## config.mk

```make
export PLATFORM = sky130hd
export DESIGN_NAME = spm_pin_mux
export DESIGN_NICKNAME = d
export VERILOG_FILES = /design/src/include/spm_pkg.sv /design/src/core/spm_pin_cell.sv /design/src/core/spm_pin_mux.sv /design/src/core/spm_sync2.sv
export SDC_FILE = /design/constraint.sdc
export NUM_CORES = 1
export LEC_CHECK = 0
export BUFFER_PORTS_ARGS = -buffer_cell sky130_fd_sc_hd__buf_2
export CAP_MARGIN = 15
export CORE_MARGIN = 5
export CORE_UTILIZATION = 35
export CTS_CLUSTER_SIZE = 40
export DETAILED_ROUTE_END_ITERATION = 7
export SYNTH_ARGS = -nofsm -noshare
export SYNTH_HDL_FRONTEND = slang
export SYNTH_SLANG_ARGS = --single-unit
```

## constraint.sdc

```tcl
create_clock -name clock -period 1.5 [get_ports clock]
set_input_delay 0.3 -clock clock [delete_from_list [all_inputs] [get_ports clock]]
set_output_delay 0.3 -clock clock [all_outputs]
set_load 0.05 [all_outputs]
```

## src/include/spm_pkg.sv

```systemverilog
package spm_pkg;

  // register geometry
  localparam int REG_W = 16;
  localparam int PIN_N = 7;
  localparam int ADDR_W = 4;
  localparam int DATA_W = 32;

  // byte offsets on the register bus
  localparam logic [3:0] OFS_FUNC_SEL = 4'h0;
  localparam logic [3:0] OFS_GPIO_DATA = 4'h4;
  localparam logic [3:0] OFS_GPIO_DIR = 4'h8;
  localparam logic [3:0] OFS_PIN_STATE = 4'hC;

  // field positions inside the function select register
  localparam int CS3_SEL_HI = 13;
  localparam int CS3_SEL_LO = 12;
  localparam int CS2_SEL_HI = 11;
  localparam int CS2_SEL_LO = 10;
  localparam int CS1_SEL_BIT = 9;
  localparam int CS0_SEL_BIT = 7;
  localparam int SCK_SEL_HI = 5;
  localparam int SCK_SEL_LO = 4;
  localparam int DIN_SEL_HI = 3;
  localparam int DIN_SEL_LO = 2;
  localparam int DOUT_SEL_BIT = 1;

  // writable bits; reserved 15:14, 8, 6 and 0 stay zero
  localparam logic [15:0] FUNC_SEL_WMASK = 16'h3EBE;

  // values after reset
  localparam logic [15:0] FUNC_SEL_RESET = 16'h0000;
  localparam logic [6:0] GPIO_DATA_RESET = 7'h00;
  localparam logic [6:0] GPIO_DIR_RESET = 7'h00;
  localparam logic [31:0] READ_DATA_RESET = 32'h0000_0000;

  // pin index within the pin vectors
  localparam int PIN_DOUT = 0;
  localparam int PIN_DIN = 1;
  localparam int PIN_SCK = 2;
  localparam int PIN_CS0 = 3;
  localparam int PIN_CS1 = 4;
  localparam int PIN_CS2 = 5;
  localparam int PIN_CS3 = 6;

  // role that a pin takes; alt_a and alt_b depend on the pin
  typedef enum logic [1:0] {
    ROLE_GPIO,
    ROLE_ALT_A,
    ROLE_ALT_B,
    ROLE_SPI
  } spm_role_t;

  // chip-select pair code: gpio, dma ack, pulse out, spi
  function automatic spm_role_t cs_pair_role(input logic [1:0] code);
    case (code)
      2'b00: cs_pair_role = ROLE_GPIO;
      2'b01: cs_pair_role = ROLE_ALT_A;
      2'b10: cs_pair_role = ROLE_ALT_B;
      default: cs_pair_role = ROLE_SPI;
    endcase
  endfunction : cs_pair_role

  // clock/data-in code: 00 and 01 both gpio, 10 i2c, 11 spi
  function automatic spm_role_t clk_pair_role(input logic [1:0] code);
    case (code)
      2'b10: clk_pair_role = ROLE_ALT_B;
      2'b11: clk_pair_role = ROLE_SPI;
      default: clk_pair_role = ROLE_GPIO;
    endcase
  endfunction : clk_pair_role

  // single-bit selector: gpio or spi
  function automatic spm_role_t bit_role(input logic sel);
    bit_role = sel ? ROLE_SPI : ROLE_GPIO;
  endfunction : bit_role

  // merge the two low byte lanes of a write into a 16-bit value
  function automatic logic [15:0] lane_merge(input logic [15:0] old_val,
                                             input logic [31:0] wdata,
                                             input logic [3:0] be);
    lane_merge = old_val;
    if (be[0]) begin
      lane_merge[7:0] = wdata[7:0];
    end
    if (be[1]) begin
      lane_merge[15:8] = wdata[15:8];
    end
  endfunction : lane_merge

endpackage : spm_pkg
```

## src/core/spm_pin_cell.sv

```systemverilog
`timescale 1ns/1ps
// output stage of one pad: registered level and drive enable
module spm_pin_cell (
  input wire logic clock, // system clock
  input wire logic rst_n, // synchronous reset, active low
  input wire logic ce, // clock enable
  input wire logic nxt_level, // level the pad should show
  input wire logic nxt_drive, // high when the pad should be driven
  output logic pin_out, // pad output level
  output logic pin_oe_n // pad output enable, active low
);

  logic pin_out_ff;
  logic pin_oe_n_ff;

  // pads come out of reset undriven so no peripheral fights the board
  always_ff @(posedge clock) begin
    if (!rst_n) begin
      pin_out_ff <= 1'b0;
      pin_oe_n_ff <= 1'b1;
    end else if (ce) begin
      pin_out_ff <= nxt_level;
      pin_oe_n_ff <= ~nxt_drive;
    end
  end

  assign pin_out = pin_out_ff;
  assign pin_oe_n = pin_oe_n_ff;

endmodule : spm_pin_cell

```

## src/core/spm_pin_mux.sv

```systemverilog
// Summary of operation
// - bits 13:10 pick gpio, dma ack, pulse output or spi for cs3/cs2
// - bit 9 set gives cs1 pin its spi chip select, clear gives gpio
// - bit 7 set gives cs0 pin its spi chip select, clear gives gpio
// - bits 5:2: 00/01 gpio, 10 i2c clock/data, 11 spi clock/data in
// - bit 1 set drives data-out pin from spi data out, else gpio
//
// The register offsets and the Avalon-MM slave port were left to the implementer.
`timescale 1ns/1ps
module spm_pin_mux (
  input wire logic clock, // system clock, 200 MHz
  input wire logic rst_n, // synchronous reset, active low
  input wire logic ce, // clock enable, when low all state holds and only reset changes it
  // avalon-mm slave
  input wire logic [3:0] address, // byte address
  input wire logic read, // read request
  input wire logic write, // write request
  input wire logic [31:0] writedata, // write data
  input wire logic [3:0] byteenable, // byte lanes of a write
  output logic [31:0] readdata, // read data, registered
  output logic waitrequest, // high while the request is held
  // peripheral side
  input wire logic spi_chip_select_3, // spi controller chip select 3
  input wire logic spi_chip_select_2, // spi controller chip select 2
  input wire logic spi_chip_select_1, // spi controller chip select 1
  input wire logic spi_chip_select_0, // spi controller chip select 0
  input wire logic spi_clock_out, // spi controller serial clock
  input wire logic spi_data_out, // spi controller serial data out
  output logic spi_data_in, // serial data in to the spi controller
  input wire logic dma_acknowledge_3, // dma channel 3 acknowledge
  input wire logic dma_acknowledge_2, // dma channel 2 acknowledge
  input wire logic pulse_output_3, // pwm channel 3 output
  input wire logic pulse_output_2, // pwm channel 2 output
  input wire logic i2c_scl_drive_low, // i2c wants the clock line low
  input wire logic i2c_sda_drive_low, // i2c wants the data line low
  output logic i2c_scl_in, // i2c clock line level
  output logic i2c_sda_in, // i2c data line level
  // pads, index order dout, din, sck, cs0, cs1, cs2, cs3
  input wire logic [6:0] pin_in, // pad input levels
  output logic [6:0] pin_out, // pad output levels
  output logic [6:0] pin_oe_n // pad output enables, active low
);

  // software-visible registers
  logic [15:0] spi_pin_function_select_ff;
  logic [6:0] gpio_data_ff;
  logic [6:0] gpio_dir_ff;
  logic [31:0] readdata_ff;
  logic ack_ff;

  // synchronised pad levels
  logic [6:0] pin_sync;

  // role of every pin
  spm_pkg::spm_role_t cs3_pin_select;
  spm_pkg::spm_role_t cs2_pin_select;
  spm_pkg::spm_role_t cs1_pin_select;
  spm_pkg::spm_role_t cs0_pin_select;
  spm_pkg::spm_role_t serial_clock_pin_select;
  spm_pkg::spm_role_t data_in_pin_select;
  spm_pkg::spm_role_t data_out_pin_select;

  // what each pad should show next
  logic [6:0] nxt_level;
  logic [6:0] nxt_drive;
  logic [6:0] func_mask;

  // peripheral-side input registers
  logic spi_data_in_ff;
  logic i2c_scl_in_ff;
  logic i2c_sda_in_ff;

  // bus decode
  logic req;
  logic hit_func;
  logic hit_data;
  logic hit_dir;
  logic hit_state;
  logic [15:0] func_merged;
  logic [15:0] data_merged;
  logic [15:0] dir_merged;

  // ---------------------------------------------------------------
  // avalon-mm slave
  // ---------------------------------------------------------------

  // one wait cycle: readdata is loaded while waitrequest is high
  assign req = read | write;
  assign waitrequest = req & ~ack_ff;

  // full byte address match; misaligned or unknown offsets are unmapped
  assign hit_func = (address == spm_pkg::OFS_FUNC_SEL);
  assign hit_data = (address == spm_pkg::OFS_GPIO_DATA);
  assign hit_dir = (address == spm_pkg::OFS_GPIO_DIR);
  assign hit_state = (address == spm_pkg::OFS_PIN_STATE);

  // lane merges for the three writable registers
  assign func_merged = spm_pkg::lane_merge(spi_pin_function_select_ff,
                                           writedata, byteenable);
  assign data_merged = spm_pkg::lane_merge({9'h000, gpio_data_ff},
                                           writedata, byteenable);
  assign dir_merged = spm_pkg::lane_merge({9'h000, gpio_dir_ff},
                                          writedata, byteenable);

  // handshake flag: set on the first cycle, cleared when the master
  // sees waitrequest low and takes the answer
  always_ff @(posedge clock) begin
    if (!rst_n) begin
      ack_ff <= 1'b0;
    end else if (ce) begin
      ack_ff <= req & ~ack_ff;
    end
  end

  // read data captured in the wait cycle; unmapped offsets read zero
  always_ff @(posedge clock) begin
    if (!rst_n) begin
      readdata_ff <= spm_pkg::READ_DATA_RESET;
    end else if (ce && read && !ack_ff) begin
      if (hit_func) begin
        readdata_ff <= {16'h0000, spi_pin_function_select_ff};
      end else if (hit_data) begin
        readdata_ff <= {25'h000_0000, gpio_data_ff};
      end else if (hit_dir) begin
        readdata_ff <= {25'h000_0000, gpio_dir_ff};
      end else if (hit_state) begin
        readdata_ff <= {16'h0000, 1'b0, func_mask, 1'b0, pin_sync};
      end else begin
        readdata_ff <= spm_pkg::READ_DATA_RESET;
      end
    end
  end

  assign readdata = readdata_ff;

  // function select register; reserved bits are masked so they read
  // zero even if software breaks the convention
  always_ff @(posedge clock) begin
    if (!rst_n) begin
      spi_pin_function_select_ff <= spm_pkg::FUNC_SEL_RESET;
    end else if (ce && write && ack_ff && hit_func) begin
      spi_pin_function_select_ff <= func_merged &
                                    spm_pkg::FUNC_SEL_WMASK;
    end
  end

  // gpio output level register
  always_ff @(posedge clock) begin
    if (!rst_n) begin
      gpio_data_ff <= spm_pkg::GPIO_DATA_RESET;
    end else if (ce && write && ack_ff && hit_data) begin
      gpio_data_ff <= data_merged[6:0];
    end
  end

  // gpio direction register, 1 drives the pad
  always_ff @(posedge clock) begin
    if (!rst_n) begin
      gpio_dir_ff <= spm_pkg::GPIO_DIR_RESET;
    end else if (ce && write && ack_ff && hit_dir) begin
      gpio_dir_ff <= dir_merged[6:0];
    end
  end

  // ---------------------------------------------------------------
  // role decode
  // ---------------------------------------------------------------

  // paired fields: each half decoded on its own, so mixed codes give
  // each pin of the pair a different role, except 00 and 01 on clock/data in, both gpio
  assign cs3_pin_select = spm_pkg::cs_pair_role(
    spi_pin_function_select_ff[spm_pkg::CS3_SEL_HI:spm_pkg::CS3_SEL_LO]
  );
  assign cs2_pin_select = spm_pkg::cs_pair_role(
    spi_pin_function_select_ff[spm_pkg::CS2_SEL_HI:spm_pkg::CS2_SEL_LO]
  );
  assign cs1_pin_select = spm_pkg::bit_role(
    spi_pin_function_select_ff[spm_pkg::CS1_SEL_BIT]);
  assign cs0_pin_select = spm_pkg::bit_role(
    spi_pin_function_select_ff[spm_pkg::CS0_SEL_BIT]);
  assign serial_clock_pin_select = spm_pkg::clk_pair_role(
    spi_pin_function_select_ff[spm_pkg::SCK_SEL_HI:spm_pkg::SCK_SEL_LO]
  );
  assign data_in_pin_select = spm_pkg::clk_pair_role(
    spi_pin_function_select_ff[spm_pkg::DIN_SEL_HI:spm_pkg::DIN_SEL_LO]
  );
  assign data_out_pin_select = spm_pkg::bit_role(
    spi_pin_function_select_ff[spm_pkg::DOUT_SEL_BIT]);

  // pins handed to a peripheral, shown in the pin state register
  assign func_mask = {
    cs3_pin_select != spm_pkg::ROLE_GPIO,
    cs2_pin_select != spm_pkg::ROLE_GPIO,
    cs1_pin_select != spm_pkg::ROLE_GPIO,
    cs0_pin_select != spm_pkg::ROLE_GPIO,
    serial_clock_pin_select != spm_pkg::ROLE_GPIO,
    data_in_pin_select != spm_pkg::ROLE_GPIO,
    data_out_pin_select != spm_pkg::ROLE_GPIO
  };

  // ---------------------------------------------------------------
  // output multiplexers
  // ---------------------------------------------------------------

  // default every pad to its gpio registers, then override by role
  always_comb begin
    nxt_level = gpio_data_ff;
    nxt_drive = gpio_dir_ff;
    // chip select 3: dma ack, pulse output or spi select
    case (cs3_pin_select)
      spm_pkg::ROLE_ALT_A: begin
        nxt_level[spm_pkg::PIN_CS3] = dma_acknowledge_3;
        nxt_drive[spm_pkg::PIN_CS3] = 1'b1;
      end
      spm_pkg::ROLE_ALT_B: begin
        nxt_level[spm_pkg::PIN_CS3] = pulse_output_3;
        nxt_drive[spm_pkg::PIN_CS3] = 1'b1;
      end
      spm_pkg::ROLE_SPI: begin
        nxt_level[spm_pkg::PIN_CS3] = spi_chip_select_3;
        nxt_drive[spm_pkg::PIN_CS3] = 1'b1;
      end
      default: begin
      end
    endcase
    // chip select 2: same choices as chip select 3
    case (cs2_pin_select)
      spm_pkg::ROLE_ALT_A: begin
        nxt_level[spm_pkg::PIN_CS2] = dma_acknowledge_2;
        nxt_drive[spm_pkg::PIN_CS2] = 1'b1;
      end
      spm_pkg::ROLE_ALT_B: begin
        nxt_level[spm_pkg::PIN_CS2] = pulse_output_2;
        nxt_drive[spm_pkg::PIN_CS2] = 1'b1;
      end
      spm_pkg::ROLE_SPI: begin
        nxt_level[spm_pkg::PIN_CS2] = spi_chip_select_2;
        nxt_drive[spm_pkg::PIN_CS2] = 1'b1;
      end
      default: begin
      end
    endcase
    // chip selects 1 and 0
    if (cs1_pin_select == spm_pkg::ROLE_SPI) begin
      nxt_level[spm_pkg::PIN_CS1] = spi_chip_select_1;
      nxt_drive[spm_pkg::PIN_CS1] = 1'b1;
    end
    if (cs0_pin_select == spm_pkg::ROLE_SPI) begin
      nxt_level[spm_pkg::PIN_CS0] = spi_chip_select_0;
      nxt_drive[spm_pkg::PIN_CS0] = 1'b1;
    end
    // serial clock: i2c clock is open drain, only ever pulled low
    case (serial_clock_pin_select)
      spm_pkg::ROLE_ALT_B: begin
        nxt_level[spm_pkg::PIN_SCK] = 1'b0;
        nxt_drive[spm_pkg::PIN_SCK] = i2c_scl_drive_low;
      end
      spm_pkg::ROLE_SPI: begin
        nxt_level[spm_pkg::PIN_SCK] = spi_clock_out;
        nxt_drive[spm_pkg::PIN_SCK] = 1'b1;
      end
      default: begin
      end
    endcase
    // data in: i2c data is open drain, spi data in is input only
    case (data_in_pin_select)
      spm_pkg::ROLE_ALT_B: begin
        nxt_level[spm_pkg::PIN_DIN] = 1'b0;
        nxt_drive[spm_pkg::PIN_DIN] = i2c_sda_drive_low;
      end
      spm_pkg::ROLE_SPI: begin
        nxt_level[spm_pkg::PIN_DIN] = 1'b0;
        nxt_drive[spm_pkg::PIN_DIN] = 1'b0;
      end
      default: begin
      end
    endcase
    // data out
    if (data_out_pin_select == spm_pkg::ROLE_SPI) begin
      nxt_level[spm_pkg::PIN_DOUT] = spi_data_out;
      nxt_drive[spm_pkg::PIN_DOUT] = 1'b1;
    end
  end

  // one registered output stage per pad
  for (genvar i = 0; i < spm_pkg::PIN_N; i++) begin : g_pad
    spm_pin_cell u_cell (
      .clock(clock),
      .rst_n(rst_n),
      .ce(ce),
      .nxt_level(nxt_level[i]),
      .nxt_drive(nxt_drive[i]),
      .pin_out(pin_out[i]),
      .pin_oe_n(pin_oe_n[i])
    );
  end

  // ---------------------------------------------------------------
  // input path
  // ---------------------------------------------------------------

  // pads are asynchronous to the system clock
  spm_sync2 #(
    .WIDTH(spm_pkg::PIN_N)
  ) u_sync (
    .clock(clock),
    .rst_n(rst_n),
    .ce(ce),
    .async_in(pin_in),
    .sync_out(pin_sync)
  );

  // peripheral inputs see the pad only while they own it; idle i2c
  // lines read high so a deselected bus looks released
  always_ff @(posedge clock) begin
    if (!rst_n) begin
      spi_data_in_ff <= 1'b0;
      i2c_scl_in_ff <= 1'b1;
      i2c_sda_in_ff <= 1'b1;
    end else if (ce) begin
      spi_data_in_ff <= (data_in_pin_select == spm_pkg::ROLE_SPI) &
                        pin_sync[spm_pkg::PIN_DIN];
      i2c_scl_in_ff <= (serial_clock_pin_select != spm_pkg::ROLE_ALT_B) |
                       pin_sync[spm_pkg::PIN_SCK];
      i2c_sda_in_ff <= (data_in_pin_select != spm_pkg::ROLE_ALT_B) |
                       pin_sync[spm_pkg::PIN_DIN];
    end
  end

  assign spi_data_in = spi_data_in_ff;
  assign i2c_scl_in = i2c_scl_in_ff;
  assign i2c_sda_in = i2c_sda_in_ff;

endmodule : spm_pin_mux

```

## src/core/spm_sync2.sv

```systemverilog
`timescale 1ns/1ps
// two-stage synchroniser for pin levels
module spm_sync2 #(
  parameter int WIDTH = 7
) (
  input wire logic clock, // system clock
  input wire logic rst_n, // synchronous reset, active low
  input wire logic ce, // clock enable
  input wire logic [WIDTH-1:0] async_in, // raw pin levels
  output logic [WIDTH-1:0] sync_out // levels safe to use
);

  logic [WIDTH-1:0] meta_ff;
  logic [WIDTH-1:0] sync_ff;

  // first stage is read only by the second stage
  always_ff @(posedge clock) begin
    if (!rst_n) begin
      meta_ff <= '0;
      sync_ff <= '0;
    end else if (ce) begin
      meta_ff <= async_in;
      sync_ff <= meta_ff;
    end
  end

  assign sync_out = sync_ff;

endmodule : spm_sync2

```

Word-level counts from Yosys, hierarchy flattened

Index checks and enable logic that the tools add are counted.

Divide/modulo/power cells: 0
Shift-type cells: 0
Bitwise operators: 13
Reductions and logical operators: 25
Magnitude comparators: 0
Equal/unequal tests: 26
Add/subtract/negate cells: 0
Multiplexer cells: 25
Multiply operators: 0

Operator list:

| operator                                       | number |
|---|---|
| 2-to-1 mux 15 bit                              | 4 |
| == test 2 bit (second input constant)          | 17 |
| nonzero test 2 bit                             | 7 |
| case mux 2 bit (3 select lines)                | 2 |
| 2-to-1 mux 1 bit                               | 9 |
| == test 2 x 1 -> 1 bit (second input constant) | 4 |
| == test 4 bit (second input constant)          | 2 |
| inverter 1 bit                                 | 8 |
| case mux 2 bit (2 select lines)                | 2 |
| AND reduction 2 bit                            | 4 |
| logical AND 1 bit                              | 7 |
| 2-to-1 mux 2 bit                               | 3 |
| case mux 1 bit (2 select lines)                | 3 |
| case mux 1 bit (3 select lines)                | 2 |
| OR reduction 3 bit                             | 2 |
| == test 4 x 3 -> 1 bit (second input constant) | 1 |
| zero test 2 bit                                | 2 |
| zero test 4 bit                                | 1 |
| inequality test 2 bit (second input constant)  | 2 |
| bitwise OR 1 bit                               | 3 |
| AND 1 bit                                      | 2 |
| OR reduction 2 bit                             | 1 |
| zero test 1 bit                                | 1 |

Bits in writable memories: 0
Output and inout port bits: 50
Bits in read-only memories: 0
Word-level logic and storage cells: 114
Memories: 0
Register bits after elaboration: 89
Latch bits: 0

Longest topological paths before layout

Depth in word-level cells: 7
Gate-level depth with buffers: 6
Gate-level depth less buffers: 4

Cells and area by module

A second synthesis with hierarchy kept.

Cell total of the unflattened synthesis: 339
Area, all modules: 3335.7 sq um

By module, submodules not included:

| module       | cells each | area an instance (sq um) | instances |
|---|---|---|---|
| spm_pin_mux  | 245        | 2293.4                   | 1 |
| spm_sync2    | 45         | 543.0                    | 1 |
| spm_pin_cell | 7          | 71.3                     | 7 |

Worst setup path after synthesis

OpenSTA, ideal clock, no wires.

Path type: register to register
From: register ack_ff
To: register ack_ff
Arrival: 1290 ps
Library setup time: 67 ps
Period minus slack after synthesis: 1356 ps
Setup slack: 144 ps
Cell stages (with the launch flop): 4
Required time: 1433 ps
Buffers on the path: 0
Path through: dfxtp_1 -> nor2_1 -> mux2i_1 -> nor2b_1

Longest elaborated chain between the ends: 2

Ends and longest elaborated chain:

| what                   | RTL line           | text |
|---|---|---|
| from (decl)            | spm_pin_mux.sv:49  | `logic ack_ff;` |
| from (signal assigned) | spm_pin_mux.sv:111 | `ack_ff <= req & ~ack_ff;` |
| inverter 1 bit         | n/a                |  |
| AND 1 bit              | n/a                |  |
| net waitrequest        | spm_pin_mux.sv:21  | `output logic waitrequest,` |

The timed path passes the listed nets, and every way through them passes these cells.
A chain may end at the register's enable or synchronous reset.

Final worst setup path

From: register ack_ff
To: output port waitrequest

Longest elaborated chain between the ends: 2

Ends and longest elaborated chain:

| what           | RTL line          | text |
|---|---|---|
| inverter 1 bit | spm_pin_mux.sv:89 | `assign waitrequest = req & ~ack_ff;` |
| AND 1 bit      | spm_pin_mux.sv:89 |  |
| to (decl)      | spm_pin_mux.sv:21 |  |

Every way passes these cells.

==> run_results.csv <==
group,metric,value,unit
power_and_ir_drop,ir_drop,0.425,mV
clock_network,cts_root_buf,"clkbuf_8",
route,drt-pass1-iter-count,4,
die,initial_core_util,35.7,%
finish,n_antenna_cell,0,
route,wire_per_inst,15.3,um
die,dieArea,0.0114,mm2
yosys,yosysMostFrequentCell,"dfxtp_1",
clock_network,clk_pin_slew_worst_paths,0.08,ns
sta,fin_crit_sh,93.1,%
route,drc,0,
worst_hold_path,min_path_type,"input port to flip-flop",
die,row_count,35,
power_and_ir_drop,p_per_area,1030,mW/mm2
finish,fin_area,0.00384,mm2
clock_network,cts_tree,"built",
critical_path,critical_path_class,"flip-flop to output port",
clock_network,h-tree-depth,3,
critical_path,crit_cells,2,
sta,finalSetupViolCount,0,
grt,grt_max_degree,45,
yosys,yosys-top-cells-count,"dfxtp_1 (72), o21ai_0 (40), nand2_1 (34), buf_4 (33), nand3_1 (32)",
critical_path,cp.buffers_inverters,1,
placed_design,placed_area,0.00365,mm2
critical_path,end_kind,"output port",
sta,fin_ws,0.104,ns
critical_path,arrival,1.10,ns
clock_network,postCtsHoldBufs,0,
grt,antenna_found_initial,0,
finish,area_growth,17.6,%
sta,rsz0062_at_grt,"no",
sta,final.setup_skew,0.0141,ns
clock_network,clkLatencyLatePin,0.34,ns
clock_network,cts_buffers,9,
sta,hold_viol,0,
route,viasPerCell,4.91,
clock_network,cts_setup_buffers,0,
route,wl,8.23,mm
clock_network,clockBufferDepth,2,
critical_path,start_kind,"flip-flop",
route,vias,2642,
flow_run,maxCapViolCount,0,
sta,layout_min_cycle_time,1.40,ns
yosys,ys_warn_count,0,
die,die_width,107,um
yosys,synth_enable_flop_cells,0,
yosys,synthFlopType,"dfxtp_1",
yosys,ys_async_sr_fraction,0,%
finish,drive_above_1_share,29.7,%
critical_path,cp_cell_sequence,"nor2_1, buf_2",
yosys,synth.avg_cell_area,9.15,um2
die,die_h,107,um
placed_design,gp_congestion,0.837,
yosys,synthTopCellsByArea,"dfxtp_1 (44%), buf_4 (7.6%), o21ai_0 (6.1%)",
clock_network,clkSinkCount,72,
route,drt_iter0_markers,139,
placed_design,dpl_worst_slack,-0.00685,ns
grt,globalRouteTotalUtil,14.4,%
critical_path,cpPeakStageDelay,0.34,ns
critical_path,crit_required,1.20,ns
yosys,seq_area_frac_synth,44.1,%
die,core_area,0.00915,mm2
yosys,syn_area,0.00327,mm2
yosys,synth_area_leader_cell,"dfxtp_1",
outcome,status,"finished clean",
critical_path,critical-path-top-delay-family,"flip-flops",
yosys,ys_types,50,
yosys,synth-seq-cells,72,
critical_path,r2r_cells,4,
route,route.antenna.remaining_nets,0,
worst_hold_path,hold_depth,3,
sta,maxSlewViolCount,0,
finish,finish.net_count,486,
critical_path,slowest_stage,"dfxtp_1",
grt,grt_pass1_wl,12.8,mm
placed_design,hpwl,6.28,mm
placed_design,portBuffers,75,
power_and_ir_drop,p_leak,1.66,nW
critical_path,crit_fanout,6,
sta,max_freq,716,MHz
clock_network,post_cts_resized,0,
die,ios,114,
yosys,netlist_instances,357,
grt,grt_pass1_vias,2513,
grt,grt.overflow.total,0,
yosys,synth_top_cell_area_share,44.1,%
[worst min-delay path, stage by stage]
cell and delay (ns):
buf_2 0.07, nand3_1 0.05, o21ai_0 0.06
[sequential cells by signal (all words and copies together) (netlist names)]
| register | count |
|---|---|
| gpio_data_ff | 7 |
| i2c_scl_in | 1 |
| ack_ff | 1 |
| gpio_dir_ff | 7 |
| g_pad.u_cell.pin_out | 7 |
| spi_pin_function_select_ff | 11 |
| u_sync.sync_out | 7 |
| spi_data_in | 1 |
| readdata | 15 |
| i2c_sda_in | 1 |
| u_sync.meta_ff | 7 |
| g_pad.u_cell.pin_oe_n | 7 |
[layout by cell type (no fill, tap or decap), types with 3 or more instances in the layout]
| cell type | synthesis | final |
|---|---|---|
| buf_2 | 9 | 75 |
| dfxtp_1 | 72 | 72 |
| o21ai_0 | 40 | 40 |
| nand2_1 | 34 | 34 |
| nand3_1 | 32 | 32 |
| mux2i_1 | 18 | 18 |
| conb_1 | 1 | 17 |
| nor2b_1 | 16 | 16 |
| buf_4 | 33 | 14 |
| o21ai_1 | 10 | 10 |
| a21oi_1 | 9 | 9 |
| clkbuf_8 | 0 | 9 |
| nor2_1 | 8 | 8 |
| mux2_2 | 7 | 7 |
| nand2b_1 | 5 | 5 |
| o211a_1 | 4 | 4 |
| a221oi_1 | 4 | 4 |
| nand3b_1 | 3 | 3 |
| and2_1 | 3 | 3 |
| a221o_1 | 3 | 3 |
| buf_12 | 0 | 3 |
[layout make-up]
| cell class | instances | area, um2 |
|---|---|---|
| inverters | 1 | 3.75 |
| multi-input cells | 246 | 1530 |
| fillers | 928 | 5310 |
| flip-flops and latches | 72 | 1440 |
| repair buffers | 92 | 541 |
| clock inverters | 5 | 57.6 |
| clock buffers | 11 | 131 |
| well taps | 111 | 139 |
[worst paths after layout]
kind / start / endpoint / slack, ns
worst max-delay path: ack_ff$_SDFFE_PN0P_ / waitrequest / 0.10
worst min-delay path: writedata[9] / spi_pin_function_select_ff[9]$_SDFFE_PN0P_ / 0.17
worst max register to register: ack_ff$_SDFFE_PN0P_ / readdata[3]$_SDFFE_PN0P_ / 0.15
worst min register to register: readdata[14]$_SDFFE_PN0P_ / readdata[14]$_SDFFE_PN0P_ / 0.46
[cell families after synthesis]
kind of cell | share of synthesized area (%)
compound gates | 15.6
flops | 44.1
buf+inv | 10.9
simple gates | 19.9
other cells | 0.115
mux | 9.31
[power breakdown]
group	internal [mW]	leakage, nW	switching, mW
Sequential	1.95	0.584	0.0242
Combinational	0.152	0.975	0.333
Clock	0.770	0.0973	0.708
[stage by stage]
stage               util (%)  hold slack (ns)  total power, mW  instances  TNS [ns]
finish                  42.0            0.172             3.94        538         0
global route            42.0            0.175             4.11        538         0
CTS                     42.0            0.169             3.97        538         0
detailed placement      39.9            0.452             2.51        522  -0.00685
global placement        39.9            0.445             2.50        522         0
floorplan                  -            0.430             2.40        373         0
[metal layers]
metal  vias to the layer above  part of all wire [%]  track usage, %
met2                        65                    47            22.8
met5                         -                     0               0
met4                         0                   1.2            4.20
li1                       1343                     -               -
met1                      1225                    47            18.9
met3                         9                   4.9            4.52
Note: power is estimated with default switching activity, not from simulation.
